[src/verilog/dpw_map.vh]
`ifndef DPW_MAP_VH
`define DPW_MAP_VH
// Register word byte addresses on the APB bus
`define DPW_ADDR_CTRL       12'h000
`define DPW_ADDR_DUTY_A_LO  12'h004
`define DPW_ADDR_DUTY_A_HI  12'h008
`define DPW_ADDR_PER_B_LO   12'h00C
`define DPW_ADDR_PER_B_HI   12'h010
`define DPW_ADDR_STATUS     12'h014
// Control word fields
`define DPW_MODE_MSB        6
`define DPW_MODE_LSB        4
`define DPW_DIV_MSB         3
`define DPW_DIV_LSB         2
// Mode codes
`define DPW_MODE_TWIN16     3'h3
`define DPW_MODE_NRZ        3'h4
`define DPW_MODE_DUAL8      3'h5
`define DPW_MODE_RZ         3'h6
`define DPW_MODE_OFF        3'h7
// Reset values
`define DPW_CTRL_RST        8'h00
`define DPW_BYTE_RST        8'h00
`define DPW_MODE_RST        3'h0
// Divider terminal counts for divide by 1, 4, 16 and 64
`define DPW_DIV1_TOP        6'h00
`define DPW_DIV4_TOP        6'h03
`define DPW_DIV16_TOP       6'h0F
`define DPW_DIV64_TOP       6'h3F
`define DPW_CNT_LAST        16'hFFFF
`endif

[src/verilog/dpw_top.v]
// What this block does
// - Mode comes from control bits 6..4; codes 3 to 7 pick modes 3 to 7.
// - Mode 3 counter runs the full 16-bit range from zero.
// - Mode 3 output A high while counter below duty_a, low after match.
// - Mode 3 output B high while counter below period_b, low after match.
// - Mode 3 outputs with nonzero duty_a or period_b go high together when the counter wraps.
// - Mode 4 drives port 1 bits 0 and 1, updated every PWM clock.
// - Mode 4 output A high duty_a cycles in every 65536.
// - Mode 4 output B high period_b cycles in every 65536.
// - Density modes spread high cycles with a first-order accumulator.
// - Mode 5 gives two independent 8-bit PWM outputs.
// - Mode 5 periods from period_b low/high, duties from duty_a low/high.
// - Both outputs share one PWM clock and one divider.
// - Mode 6 uses mode 4 density but on port 2 bits 5 and 6.
// - Mode 6 high cycles are high for the first half only at divide by 4, 16 or 64; at divide by 1 they stay high.
// - Mode 7 leaves port 2 bits 5 and 6 undriven.
//
// Chosen here: the placing of the registers and the APB interface to the registers.
`include "dpw_map.vh"
`default_nettype none
module dpw_top (
    input  wire        pclk,
    input  wire        presetn,
    input  wire        psel,
    input  wire        penable,
    input  wire        pwrite,
    input  wire [11:0] paddr,
    input  wire [31:0] pwdata,
    output reg  [31:0] prdata,
    output reg         pready,
    output reg         pslverr,
    output reg         port2_bit5_out,
    output reg         port2_bit5_oe,
    output reg         port2_bit6_out,
    output reg         port2_bit6_oe,
    output reg         port1_bit0_out,
    output reg         port1_bit0_oe,
    output reg         port1_bit1_out,
    output reg         port1_bit1_oe
);
    reg  [7:0]  ctrl_q;
    reg  [7:0]  duty_a_low_q;
    reg  [7:0]  duty_a_high_q;
    reg  [7:0]  period_b_low_q;
    reg  [7:0]  period_b_high_q;
    reg  [15:0] cmp_a_q;
    reg  [15:0] cmp_b_q;
    reg  [15:0] cnt_q;
    reg  [7:0]  cnt_b8_q;
    reg  [16:0] acc_a_q;
    reg  [16:0] acc_b_q;
    reg  [2:0]  mode_q;
    reg  [5:0]  div_cnt_q;
    reg         rz_half_q;
    reg         wave_out_a_q;
    reg         wave_out_b_q;
    reg  [31:0] rdata_d;
    reg         tick_d;
    reg  [5:0]  div_top;
    wire [2:0]  mode_sel    = ctrl_q[`DPW_MODE_MSB:`DPW_MODE_LSB];
    wire        mode_chg    = (mode_sel != mode_q);
    wire        acc_en      = psel && penable && pready;
    wire        wr_en       = acc_en && pwrite;
    wire        wrap16      = (cnt_q == `DPW_CNT_LAST);
    wire [15:0] duty_a      = {duty_a_high_q, duty_a_low_q};
    wire [15:0] period_b    = {period_b_high_q, period_b_low_q};
    wire [16:0] sum_a       = {1'b0, acc_a_q[15:0]} + {1'b0, cmp_a_q};
    wire [16:0] sum_b       = {1'b0, acc_b_q[15:0]} + {1'b0, cmp_b_q};
    wire        dual8_wrap_a = (cnt_q[7:0] >= period_b_low_q);
    wire        dual8_wrap_b = (cnt_b8_q >= period_b_high_q);

    // Common divider for both outputs; settings 1,4,16,64
    always @* begin
        case (ctrl_q[`DPW_DIV_MSB:`DPW_DIV_LSB])
            2'h0:    div_top = `DPW_DIV1_TOP;
            2'h1:    div_top = `DPW_DIV4_TOP;
            2'h2:    div_top = `DPW_DIV16_TOP;
            default: div_top = `DPW_DIV64_TOP;
        endcase
        tick_d = (div_cnt_q >= div_top);
    end

    always @* begin
        case (paddr)
            `DPW_ADDR_CTRL:      rdata_d = {24'h000000, ctrl_q};
            `DPW_ADDR_DUTY_A_LO: rdata_d = {24'h000000, duty_a_low_q};
            `DPW_ADDR_DUTY_A_HI: rdata_d = {24'h000000, duty_a_high_q};
            `DPW_ADDR_PER_B_LO:  rdata_d = {24'h000000, period_b_low_q};
            `DPW_ADDR_PER_B_HI:  rdata_d = {24'h000000, period_b_high_q};
            `DPW_ADDR_STATUS:    rdata_d = {cnt_q, 13'h0000, mode_q};
            default:             rdata_d = 32'h00000000;
        endcase
    end

    // APB slave: one wait state so read data comes from a flop
    always @(posedge pclk or negedge presetn) begin
        if (!presetn) begin
            pready  <= 1'b0;
            pslverr <= 1'b0;
            prdata  <= 32'h00000000;
        end else begin
            pready  <= psel && penable && !pready;
            pslverr <= psel && penable && !pready &&
                       (paddr > `DPW_ADDR_STATUS || paddr[1:0] != 2'h0);
            if (psel && penable && !pready && !pwrite)
                prdata <= rdata_d;
        end
    end

    always @(posedge pclk or negedge presetn) begin
        if (!presetn) begin
            ctrl_q          <= `DPW_CTRL_RST;
            duty_a_low_q    <= `DPW_BYTE_RST;
            duty_a_high_q   <= `DPW_BYTE_RST;
            period_b_low_q  <= `DPW_BYTE_RST;
            period_b_high_q <= `DPW_BYTE_RST;
        end else if (wr_en) begin
            case (paddr)
                `DPW_ADDR_CTRL:      ctrl_q          <= pwdata[7:0];
                `DPW_ADDR_DUTY_A_LO: duty_a_low_q    <= pwdata[7:0];
                `DPW_ADDR_DUTY_A_HI: duty_a_high_q   <= pwdata[7:0];
                `DPW_ADDR_PER_B_LO:  period_b_low_q  <= pwdata[7:0];
                `DPW_ADDR_PER_B_HI:  period_b_high_q <= pwdata[7:0];
                default:             ctrl_q          <= ctrl_q;
            endcase
        end
    end

    // Single divider serves both outputs; mode 5 adds a second 8-bit counter for B
    always @(posedge pclk or negedge presetn) begin
        if (!presetn) begin
            mode_q       <= `DPW_MODE_RST;
            div_cnt_q    <= 6'h00;
            cnt_q        <= 16'h0000;
            cnt_b8_q     <= 8'h00;
            acc_a_q      <= 17'h00000;
            acc_b_q      <= 17'h00000;
            cmp_a_q      <= 16'h0000;
            cmp_b_q      <= 16'h0000;
            rz_half_q    <= 1'b0;
            wave_out_a_q <= 1'b0;
            wave_out_b_q <= 1'b0;
        end else if (mode_chg) begin
            // Fresh phase for the new mode
            mode_q       <= mode_sel;
            div_cnt_q    <= 6'h00;
            cnt_q        <= 16'h0000;
            cnt_b8_q     <= 8'h00;
            acc_a_q      <= 17'h00000;
            acc_b_q      <= 17'h00000;
            cmp_a_q      <= duty_a;
            cmp_b_q      <= period_b;
            rz_half_q    <= 1'b0;
            wave_out_a_q <= 1'b0;
            wave_out_b_q <= 1'b0;
        end else begin
            div_cnt_q <= tick_d ? 6'h00 : div_cnt_q + 6'h01;
            rz_half_q <= tick_d ? 1'b0 : (div_cnt_q >= (div_top >> 1));
            if (tick_d) begin
                case (mode_q)
                    `DPW_MODE_TWIN16: begin
                        cnt_q <= cnt_q + 16'h0001;
                        if (wrap16) begin
                            cmp_a_q      <= duty_a;
                            cmp_b_q      <= period_b;
                            wave_out_a_q <= (duty_a != 16'h0000);
                            wave_out_b_q <= (period_b != 16'h0000);
                        end else begin
                            wave_out_a_q <= (cnt_q + 16'h0001) < cmp_a_q;
                            wave_out_b_q <= (cnt_q + 16'h0001) < cmp_b_q;
                        end
                    end
                    `DPW_MODE_NRZ, `DPW_MODE_RZ: begin
                        // Carry out of the accumulator is the output bit
                        acc_a_q      <= sum_a;
                        acc_b_q      <= sum_b;
                        wave_out_a_q <= sum_a[16];
                        wave_out_b_q <= sum_b[16];
                        cnt_q        <= cnt_q + 16'h0001;
                        if (wrap16) begin
                            cmp_a_q <= duty_a;
                            cmp_b_q <= period_b;
                        end
                    end
                    `DPW_MODE_DUAL8: begin
                        // Two independent 8-bit counters, one per output
                        cnt_q    <= dual8_wrap_a ? 16'h0000
                                                 : cnt_q + 16'h0001;
                        cnt_b8_q <= dual8_wrap_b ? 8'h00 : cnt_b8_q + 8'h01;
                        wave_out_a_q <= dual8_wrap_a ?
                            (duty_a_low_q != 8'h00) :
                            ((cnt_q[7:0] + 8'h01) < duty_a_low_q);
                        wave_out_b_q <= dual8_wrap_b ?
                            (duty_a_high_q != 8'h00) :
                            ((cnt_b8_q + 8'h01) < duty_a_high_q);
                    end
                    default: begin
                        cnt_q        <= 16'h0000;
                        wave_out_a_q <= 1'b0;
                        wave_out_b_q <= 1'b0;
                    end
                endcase
            end
        end
    end

    // Pin steering; mode 7 and modes 0 to 2 release the pins
    always @(posedge pclk or negedge presetn) begin
        if (!presetn) begin
            port2_bit5_out <= 1'b0;
            port2_bit5_oe  <= 1'b0;
            port2_bit6_out <= 1'b0;
            port2_bit6_oe  <= 1'b0;
            port1_bit0_out <= 1'b0;
            port1_bit0_oe  <= 1'b0;
            port1_bit1_out <= 1'b0;
            port1_bit1_oe  <= 1'b0;
        end else begin
            port1_bit0_oe  <= (mode_q == `DPW_MODE_NRZ);
            port1_bit1_oe  <= (mode_q == `DPW_MODE_NRZ);
            port1_bit0_out <= (mode_q == `DPW_MODE_NRZ) && wave_out_a_q;
            port1_bit1_out <= (mode_q == `DPW_MODE_NRZ) && wave_out_b_q;
            port2_bit5_oe  <= (mode_q == `DPW_MODE_TWIN16) ||
                              (mode_q == `DPW_MODE_DUAL8) ||
                              (mode_q == `DPW_MODE_RZ);
            port2_bit6_oe  <= (mode_q == `DPW_MODE_TWIN16) ||
                              (mode_q == `DPW_MODE_DUAL8) ||
                              (mode_q == `DPW_MODE_RZ);
            // Return to zero for the second half of each high PWM clock, except at divide by 1
            port2_bit5_out <= (mode_q == `DPW_MODE_RZ) ?
                              (wave_out_a_q && !rz_half_q) :
                              (mode_q != `DPW_MODE_NRZ && wave_out_a_q);
            port2_bit6_out <= (mode_q == `DPW_MODE_RZ) ?
                              (wave_out_b_q && !rz_half_q) :
                              (mode_q != `DPW_MODE_NRZ && wave_out_b_q);
        end
    end
endmodule // dpw_top
`default_nettype wire

[config.mk]
export PLATFORM = sky130hd
export DESIGN_NAME = dpw_top
export DESIGN_NICKNAME = d
export VERILOG_FILES = /design/src/verilog/dpw_top.v
export VERILOG_INCLUDE_DIRS = /design/src /design/src/verilog
export SDC_FILE = /design/constraint.sdc
export NUM_CORES = 1
export LEC_CHECK = 0
export BUFFER_PORTS_ARGS = -buffer_cell sky130_fd_sc_hd__buf_2
export CAP_MARGIN = 20
export CORE_MARGIN = 8
export CORE_UTILIZATION = 55
export CTS_BUF_LIST = sky130_fd_sc_hd__clkbuf_8
export DETAILED_ROUTE_END_ITERATION = 16
export GPL_TIMING_DRIVEN = 1
export PLACE_DENSITY = 0.74
export SETUP_SLACK_MARGIN = 0.3
export SLEW_MARGIN = 5
export SYNTH_ARGS = -nofsm -noshare
export SYNTH_HDL_FRONTEND = slang
export SYNTH_SLANG_ARGS = --single-unit
export TNS_END_PERCENT = 20
[constraint.sdc]
create_clock -name pclk -period 3.4 [get_ports pclk]
set_input_delay 0.51 -clock pclk [delete_from_list [all_inputs] [get_ports pclk]]
set_output_delay 0.51 -clock pclk [all_outputs]
set_load 0.005 [all_outputs]
==> metrics, run 1 <==
status=complete, no violations; first-pass GRT wire length=44600 µm; IO Pins=91; post-route antenna net violation count=0; Ys Warns=0; multi-input logic area=5760 µm²; final hold violation count=0; worst stage delay on the critical path=0.46 ns; Critical Path Source Type=flop; Hold Crit Class=input pin to async pin; Pwr Density=371 nW/µm²; RSZ-0062 raised after global routing=yes; met3 wire length=1640 µm; area share of the largest cell type after synthesis=40.7%; register bit count reported by yosys=172; TritonCTS clock tree=done; metal2 WL=12700 µm; synthesis-to-layout area growth=9.88%; cell area after synthesis=10600 µm²; CTS Buffer Depth=2; MaxCap Viol Count=0; 1st-iter DRT viols=693; nets@finish=1335; Crit-path slowest cell=dfrtp_1; Fill cells=1578; DRC=0; ANT cells=0; ys async rst share=100%; Clock Sinks=172; Wirelength per Cell=19.4 µm; FMAX=0.329 GHz; Unique masters post-synth=75; Cell Rows=50; layout cells sized above 1=15.6%; vias in the first global route=8278; cell count after synthesis=1117; CTS buffer count=17; Setup TNS=0 ns; clk_skew=0.0169 ns; initial core utilization=56.4%; Crit path required time=3.77 ns; met1 wire length=12600 µm; largest net degree at the start of global routing=78; total gr overflow=0; Setup violations, final=0; Post-DP HPWL=21000 µm; Post-synth EDFFs=0; Slew Limit Fails=0; Vias=8628; Global Route Usage Sum=23.5%; Die Y-Extent=155 µm; Post-synth top flop=dfrtp_1; most area-consuming cells after synthesis=dfrtp_1, ha_1, nand2_1; Max Used Layer=met4; Pwr Total=0.00431 W; CP top delay family=compound AO/OA/AOI/OAI gates; cts-stage hold buffer count=0; die width=155 µm; worst-path fanout max=8; Synth area leader=dfrtp_1; Port Buf Inserts=58; LEAKAGE=5.78 nW; register area share after synthesis=40.7%; Critical Path, Cell by Cell=or2_2, ha_1, nand2b_1, a21o_1, a21o_1, a211oi_2, o21bai_2, a31oi_4, buf_4, mux2_2; Final min period=3.04 ns; Rel. slew slack=49.4%; Worst-Skew Late Latency=0.49 ns; Total Wirelength=27700 µm; Reg clk slew, reported paths=0.11 ns; Worst Path Arrival=3.41 ns; CORE AREA=18800 µm²; final period utilization=89.4%; Worst Tran Pin Value=0.759 ns; Via density=6.04; Max IR drop VDD=309 µV; die area=23900 µm²; CTS Root Cell=clkbuf_8; CP bufs+invs=1; most used cell, CP=a21o_1; register area=4310 µm²; Crit. End Element=flop; placer congestion estimate=0.958; initial antenna violation count=0; critical setup path kind=flop to flop; htree depth=4; Pre-antenna DRT Iters=5; Synth Area per Inst=9.47 µm²
==> synth_stat cells (5+ instances only) <==
| master | number |
|---|---|
| and2_1 | 9 |
| o21a_1 | 5 |
| nor3_1 | 16 |
| a211oi_1 | 12 |
| a21boi_0 | 5 |
| a22oi_1 | 5 |
| o211ai_1 | 7 |
| dfrtp_1 | 172 |
| clkbuf_1 | 22 |
| or3_1 | 8 |
| a22o_1 | 19 |
| xor2_1 | 16 |
| nand2b_1 | 11 |
| nor2b_1 | 6 |
| a222oi_1 | 8 |
| nor4_1 | 10 |
| nand2_1 | 138 |
| o21ai_1 | 7 |
| a21oi_1 | 61 |
| nor2_1 | 53 |
| a32o_1 | 11 |
| mux2_2 | 31 |
| nand3_1 | 21 |
| a31oi_1 | 5 |
| buf_2 | 16 |
| ha_1 | 103 |
| o21ai_0 | 95 |
| buf_4 | 13 |
| a21o_1 | 24 |
| nand4_1 | 13 |
| inv_1 | 80 |
| xnor2_1 | 25 |
| o31ai_1 | 9 |
| and3_1 | 16 |
==> layer usage <==
layer	global-route usage, %	vias up
li1	-	4122
met3	4.85	52
met1	31.5	4181
met2	36.9	273
met4	8.77	0
met5	0	-
==> metrics by stage <==
stage	worst slack (ns)	area (µm²)	cells	util, %	hold WS, ns
after global placement	0.240	11100	1392	59.4	0.455
after CTS	0.269	11600	1424	61.6	0.0748
after global routing	0.161	11600	1428	61.9	0.0836
after floorplan	0.362	10600	1124	-	0.214
final	0.359	11600	1428	61.9	0.0527
after detailed placement	0.246	11100	1392	59.4	0.461
==> registers in the layout, indices dropped and copies added, names as in the netlist, 8 cells and up <==
signal           cells
duty_a_low_q         8
period_b_low_q       8
period_b_high_q      8
acc_b_q             16
cnt_b8_q             8
prdata              24
cmp_b_q             16
duty_a_high_q        8
cnt_q               16
ctrl_q               8
cmp_a_q             16
acc_a_q             16
==> what timing repair did <==
item | in CTS | in global routing
buffers inserted | 0 | 4
pin swaps | 0 | 2
gates cloned | 0 | 0
endpoints found under the setup margin | 10 | 66
gates resized for setup | 3 | 10
endpoints found under the hold margin | 0 | 0
==> logic make-up after synthesis <==
logic type,count (synthesis),share of synthesized area (%)
compound gates,301,18.7
xor+xnor,41,3.39
fa+ha+maj,105,12.6
buf+inv,135,5.59
flops,172,40.7
mux,34,3.58
other cells,1,0.0355
simple gates,328,15.5
==> cell type report <==
| class | instances | share of cell area (%) |
|---|---|---|
| multi-input cells | 817 | 49.5 |
| flip-flops and latches | 172 | 37.0 |
| repair buffers | 93 | 4.92 |
| inverters | 80 | 2.58 |
| well taps | 234 | 2.52 |
| clock buffers | 17 | 2.01 |
| clock inverters | 15 | 1.39 |
==> final timing paths <==
kind | from | to | slack [ns] | cells after the start
worst max-delay path | ctrl_q[3]$_DFFE_PN0P_ | cmp_b_q[0]$_DFFE_PN0P_ | 0.36 | 10
worst min-delay path | presetn | div_cnt_q[4]$_DFF_PN0_ | 0.05 | 1
worst max register to register | ctrl_q[3]$_DFFE_PN0P_ | cmp_b_q[0]$_DFFE_PN0P_ | 0.36 | 10
worst min register to register | prdata[1]$_DFFE_PN0P_ | prdata[1]$_DFFE_PN0P_ | 0.49 | 2
max in group asynchronous | presetn | cmp_b_q[2]$_DFFE_PN0P_ | 2.48 | 2
min in group pclk | penable | pready$_DFF_PN0_ | 0.29 | 3
==> where the power goes <==
part	internal (W)	leakage [nW]	total [W]	switching, W
registers	0.00210	2.31	0.00216	0.0000591
clock network	0.000665	0.200	0.00151	0.000840
logic	0.000217	3.28	0.000642	0.000425
total	0.00299	5.78	0.00431	0.00132
==> cell usage in the layout (no fill, tap or decap), types with 5 or more instances in the layout <==
cell,count
dfrtp_1,171
nand2_1,137
ha_1,101
o21ai_0,94
inv_1,82
a21oi_1,61
buf_2,57
nor2_1,52
buf_4,34
mux2_2,31
xnor2_1,24
a21o_1,24
nand3_1,20
a22o_1,19
clkbuf_8,17
and3_1,16
xor2_1,16
nor3_1,16
nand4_1,13
nand2b_1,11
a32o_1,11
a211oi_1,11
nor4_1,10
o31ai_1,9
and2_1,8
or3_1,8
a222oi_1,8
o21ai_1,8
conb_1,8
o211ai_1,7
nor2b_1,6
a22oi_1,5
a31oi_1,5
o21a_1,5
a21boi_0,5
Note: power is estimated with default switching activity, not from simulation.
==> run 2, diff against run 1 <==
Settings changed: PLACE_DENSITY 0.74 to unset, PLACE_DENSITY_LB_ADDON set to 0.05.
==> metrics, run 2 (same netlist as run 1, synthesis figures left out) <==
status=complete, no violations; worst reg2reg endpoint=acc_b_q[10]$_DFFE_PN0P_; Pre-antenna DRT Iters=7 (+2); FMAX=0.336 GHz (+2.3%); Via density=5.88 (-2.7%); Setup violations, final=0 (unchanged); Critical Path Source Type=flop; Post-DP HPWL=21300 µm (+1.7%); RSZ-0062 raised after global routing=yes; critical setup path kind=flop to flop; placer congestion estimate=0.923 (-3.7%); met1 GRT Util=32.6% (+1.1 points); Clock Sinks=172 (unchanged); number of flip-flops in the largest register=24 (unchanged); Biggest register=prdata; htree depth=4 (unchanged); CTS Root Cell=clkbuf_8; Reg clk slew, reported paths=0.11 ns (about the same); 1st-iter DRT viols=570 (-18%); sw frac=31.6% (+0.85 points); Worst Tran Pin Value=0.699 ns (-0.0596 ns); Die Y-Extent=155 µm (unchanged); Pwr Density=369 nW/µm² (-0.50%); CTS buffer count=17 (unchanged); Worst Path Arrival=3.34 ns (-0.07 ns); Global Route Usage Sum=23.9% (+0.41 points); initial antenna violation count=0 (unchanged); Wirelength per Cell=19.7 µm (+1.5%); MaxCap Viol Count=0 (unchanged); post-route antenna net violation count=0 (unchanged); CTS Buffer Depth=2 (unchanged); Final min period=2.97 ns (-0.0670 ns); TritonCTS clock tree=done; Crit path required time=3.76 ns (about the same); commonest non-fill, non-tap cell in the layout=dfrtp_1; total gr overflow=0 (unchanged); worst-path fanout max=34 (+26); internal power=0.00295 W (-1.1%); Rel. slew slack=53.2% (+3.8 points); Sw Pwr=0.00136 W (+2.9%); Port Buf Inserts=58 (unchanged); Vias=8419 (-2.4%); Worst-Skew Late Latency=0.48 ns (about the same); final hold violation count=0 (unchanged); GR Util met2=38.1% (+1.2 points); final core utilization=62.3% (+0.37 points); clk_skew=0.0203 ns (+0.00344 ns); Crit. End Element=flop; grt peak-use layer=met2; first-pass GRT wire length=44800 µm (+0.56%); register share of total power=50.1% (about the same); DRC=0 (unchanged); Cell Rows=50 (unchanged); Gate power share=16.0% (+1.1 points); Total Wirelength=28200 µm (+1.8%); IO Pins=91 (unchanged); FF-to-FF path depth=12 (+2); nets@finish=1339 (+0.30%); met3 usage=4.10% (-0.75 points); ANT cells=0 (unchanged); Max IR drop VDD=243 µV (-21%); Clk pwr share=33.9% (-1.0 points); Critical R2R Launch=ctrl_q[3]$_DFFE_PN0P_; R2R setup slack=0.43 ns (+0.07 ns); commonest non-fill, non-tap cells in the layout=dfrtp_1, nand2_1, ha_1; Hold Crit Class=input pin to async pin; die area=23900 µm² (unchanged); Slew Limit Fails=0 (unchanged); CORE AREA=18800 µm² (unchanged); synthesis-to-layout area growth=10.5%; Setup TNS=0 ns (unchanged); layout cells sized above 1=16.6% (+1.0 points); LEAKAGE=5.82 nW (+0.56%); vias in the first global route=8176 (-1.2%); largest net degree at the start of global routing=73 (-6.4%); final period utilization=87.5% (-2.0 points); initial core utilization=56.4% (unchanged); die width=155 µm (unchanged)
==> run 2: how the worst max path moves through the flow <==
stage	startpoint	end	slack [ns]	depth (start not counted)
5_1_grt	cnt_q[4]$_DFFE_PN0P_	wave_out_b_q$_DFFE_PN0P_	0.28	14
4_1_cts	cnt_q[1]$_DFFE_PN0P_	wave_out_a_q$_DFFE_PN0P_	0.23	14
2_1_floorplan	cnt_q[2]$_DFFE_PN0P_	wave_out_b_q$_DFFE_PN0P_	0.36	15
3_5_place_dp	cnt_q[1]$_DFFE_PN0P_	wave_out_b_q$_DFFE_PN0P_	0.14	13
6_report	ctrl_q[3]$_DFFE_PN0P_	acc_b_q[10]$_DFFE_PN0P_	0.43	12
3_3_place_gp	cnt_q[2]$_DFFE_PN0P_	wave_out_b_q$_DFFE_PN0P_	0.21	14
==> run 2: repair_timing <==
item / CTS / global route
pin swaps: 0 / 11
hold buffers: 0 / 0
setup buffers: 0 / 4
endpoints found under the setup margin: 3 / 62
gates resized for setup: 2 / 20
==> run 2: layer usage <==
layer	up-vias	wire length (µm)
met3	32	1330
met4	0	607
li1	4134	-
met1	4038	13300
met5	-	0
met2	215	13000
==> run 2: power groups by stage <==
stage	sequential [W]	clock (W)	combinational, W
2_1_floorplan	0.00218	0	0.000391
3_3_place_gp	0.00220	0	0.000637
3_5_place_dp	0.00220	0	0.000645
4_1_cts	0.00216	0.00149	0.000660
5_1_grt	0.00217	0.00157	0.000761
6_report	0.00216	0.00146	0.000688
==> run 2: through the flow <==
step / instances / power [W] / instance area (µm²) / worst slack, ns / hold slack, ns
6_report: 1432 / 0.00431 / 11700 / 0.426 / 0.0340
5_1_grt: 1432 / 0.00450 / 11700 / 0.277 / 0.0791
4_1_cts: 1428 / 0.00431 / 11600 / 0.234 / 0.0625
3_5_place_dp: 1396 / 0.00285 / 11200 / 0.140 / 0.430
3_3_place_gp: 1396 / 0.00284 / 11200 / 0.207 / 0.430
2_1_floorplan: 1124 / 0.00257 / 10600 / 0.362 / 0.214
==> run 2: final cells by class <==
class,instances,area (µm²)
clock buffer,17,234
clock inverter,15,153
fill,1596,7080
inverter,80,300
multi-input combinational,817,5790
sequential,172,4310
tap,234,293
timing repair buffer,97,618
==> run 2: worst max-delay path, stage by stage (launching register included) <==
cell and delay [ns]:
dfrtp_1 0.43, or2_2 0.32, ha_1 0.27, nand2b_1 0.15, a21o_1 0.18, a21o_1 0.19
a211oi_2 0.28, o21ba_4 0.23, buf_4 0.21, nor2_2 0.06, buf_6 0.20, a41oi_1 0.24
nand2_1 0.08
==> run 3, diff against run 2 <==
Settings changed: CELL_PAD_IN_SITES_DETAIL_PLACEMENT set to 0, CELL_PAD_IN_SITES_GLOBAL_PLACEMENT set to 1, CORE_UTILIZATION 55 to 49.
==> metrics, run 3 (same netlist as run 1, synthesis figures left out) <==
Placed Area=11300 µm² (+0.84%); register area=4310 µm² (unchanged); Worst Tran Pin Value=0.832 ns (+0.133 ns); Setup violations, final=0 (unchanged); pre-CTS WS=0.254 ns (+0.115 ns); R2R setup slack=0.37 ns (-0.05 ns); placer congestion estimate=0.867 (-6.0%); Clock Sinks=172 (unchanged); ANT cells=0 (unchanged); cts-stage hold buffer count=0 (unchanged); Global Route Usage Sum=22.8% (-1.1 points); IO Pins=91 (unchanged); clk_skew=0.0216 ns (+0.00123 ns); Reg clk slew, reported paths=0.12 ns (about the same); worst-path fanout max=27 (-21%); Total Wirelength=29200 µm (+3.4%); CTS Root Cell=clkbuf_8; final core utilization=55.9% (-6.4 points); die area=26500 µm² (+11%); Port Buf Inserts=58 (unchanged); Worst Path Arrival=3.44 ns (+0.10 ns); synthesis-to-layout area growth=11.3%; initial core utilization=50.2% (-6.2 points); die width=163 µm (+5.3%); layout cells sized above 1=16.2% (-0.39 points); Crit path required time=3.81 ns (+0.05 ns); commonest non-fill, non-tap cell in the layout=dfrtp_1; Via density=5.67 (-3.6%); initial antenna violation count=0 (unchanged); final period utilization=89.0% (+1.5 points); number of flip-flops in the largest register=24 (unchanged); Cell Rows=53 (+6.0%); FMAX=0.330 GHz (-1.7%); Fill cells=2014 (+26%); Pwr Density=373 nW/µm² (+1.2%); final worst slack=0.374 ns (-0.0523 ns); multi-input logic area=5770 µm² (-0.22%); DRC=0 (unchanged); vias in the first global route=8448 (+3.3%); Wirelength per Cell=19.8 µm (+0.70%); worst reg2reg endpoint=acc_b_q[3]$_DFFE_PN0P_; final instance area=11800 µm² (+0.73%); Hold Crit Class=input pin to async pin; first-pass GRT wire length=47100 µm (+5.0%); Die Y-Extent=163 µm (+5.3%); post-route antenna net violation count=0 (unchanged); MaxCap Viol Count=0 (unchanged); CORE AREA=21100 µm² (+12%); Max IR drop VDD=290 µV (+20%); CTS buffer count=17 (unchanged); LEAKAGE=5.84 nW (+0.33%); Crit. End Element=flop; final hold violation count=0 (unchanged); critical setup path kind=flop to flop; total gr overflow=0 (unchanged); Pre-antenna DRT Iters=5 (-2); largest net degree at the start of global routing=86 (+18%); Biggest register=prdata; Critical R2R Launch=ctrl_q[3]$_DFFE_PN0P_; Critical Path Source Type=flop; status=complete, no violations; htree depth=4 (unchanged); RSZ-0062 raised after global routing=yes; FF-to-FF path depth=11 (-1); Post-DP HPWL=22200 µm (+4.2%); Rel. slew slack=44.5% (-8.7 points); 1st-iter DRT viols=596 (+4.6%); Vias=8336 (-0.99%); CTS Buffer Depth=2 (unchanged); Slew Limit Fails=0 (unchanged); commonest non-fill, non-tap cells in the layout=dfrtp_1, nand2_1, ha_1; nets@finish=1337 (-0.15%); Setup TNS=0 ns (unchanged); Final min period=3.03 ns (+0.0523 ns); Worst-Skew Late Latency=0.49 ns (about the same); TritonCTS clock tree=done
## run 3: changes by cell type in the layout (fill, tap and decap cells not counted), sizes merged
cell      before  now
clkinv         3    4
clkinvlp       2    0
buf           97   95
clkbuf        17   18
## run 3: worst max path at each step
| stage | start | endpoint | slack [ns] | depth (start not counted) |
|---|---|---|---|---|
| after detailed placement | ctrl_q[3]$_DFFE_PN0P_ | acc_a_q[11]$_DFFE_PN0P_ | 0.25 | 11 |
| after global placement | ctrl_q[3]$_DFFE_PN0P_ | acc_a_q[11]$_DFFE_PN0P_ | 0.28 | 11 |
| after global routing | ctrl_q[3]$_DFFE_PN0P_ | acc_b_q[3]$_DFFE_PN0P_ | 0.17 | 11 |
| after CTS | cnt_q[1]$_DFFE_PN0P_ | wave_out_a_q$_DFFE_PN0P_ | 0.26 | 14 |
| after floorplan | cnt_q[2]$_DFFE_PN0P_ | wave_out_b_q$_DFFE_PN0P_ | 0.36 | 15 |
| final | ctrl_q[3]$_DFFE_PN0P_ | acc_b_q[3]$_DFFE_PN0P_ | 0.37 | 11 |
## run 3: report_power, final
group          total (W)  internal (W)  switching [W]
Sequential       0.00216       0.00210      0.0000610
Clock            0.00154      0.000642       0.000898
Combinational   0.000691      0.000249       0.000443
Total            0.00440       0.00299        0.00140
## run 3: metrics by stage
step	hold slack (ns)	cells	power (W)
final	0.0675	1471	0.00440
after global routing	0.137	1471	0.00459
after CTS	0.102	1468	0.00442
after detailed placement	0.451	1436	0.00288
after global placement	0.443	1436	0.00288
after floorplan	0.214	1124	0.00257
## run 3: what timing repair did
item / in CTS / in global routing
setup endpoints to repair: 6 / 27
hold endpoints to repair: 0 / 0
resized for setup: 1 / 16
pin swaps: 0 / 2
setup buffers: 0 / 3
## run 3: layer usage
layer  global-route usage, %  wire [µm]  vias to the layer above
met4                    6.67        525                        0
met1                    30.4      13700                     4024
met5                       0          0                        -
met2                    37.6      13800                      162
met3                    3.82       1150                       29
li1                        -          -                     4121
## run 3: critical path, cell delays in order (launching register included)
cell and delay (ns):
dfrtp_1 0.44, or2_2 0.32, ha_1 0.27, nand2b_1 0.11
a21o_1 0.11, a21o_1 0.13, a211oi_2 0.08, o21bai_2 0.54
nand2_1 0.20, buf_12 0.22, or3_1 0.37, a21oi_1 0.14
## run 3: layout make-up
class | count | share of cell area, %
timing repair buffer | 95 | 5.41
multi-input combinational | 817 | 49.0
sequential | 172 | 36.6
clock buffer | 18 | 2.10
inverter | 80 | 2.55
tap | 275 | 2.92
clock inverter | 14 | 1.41
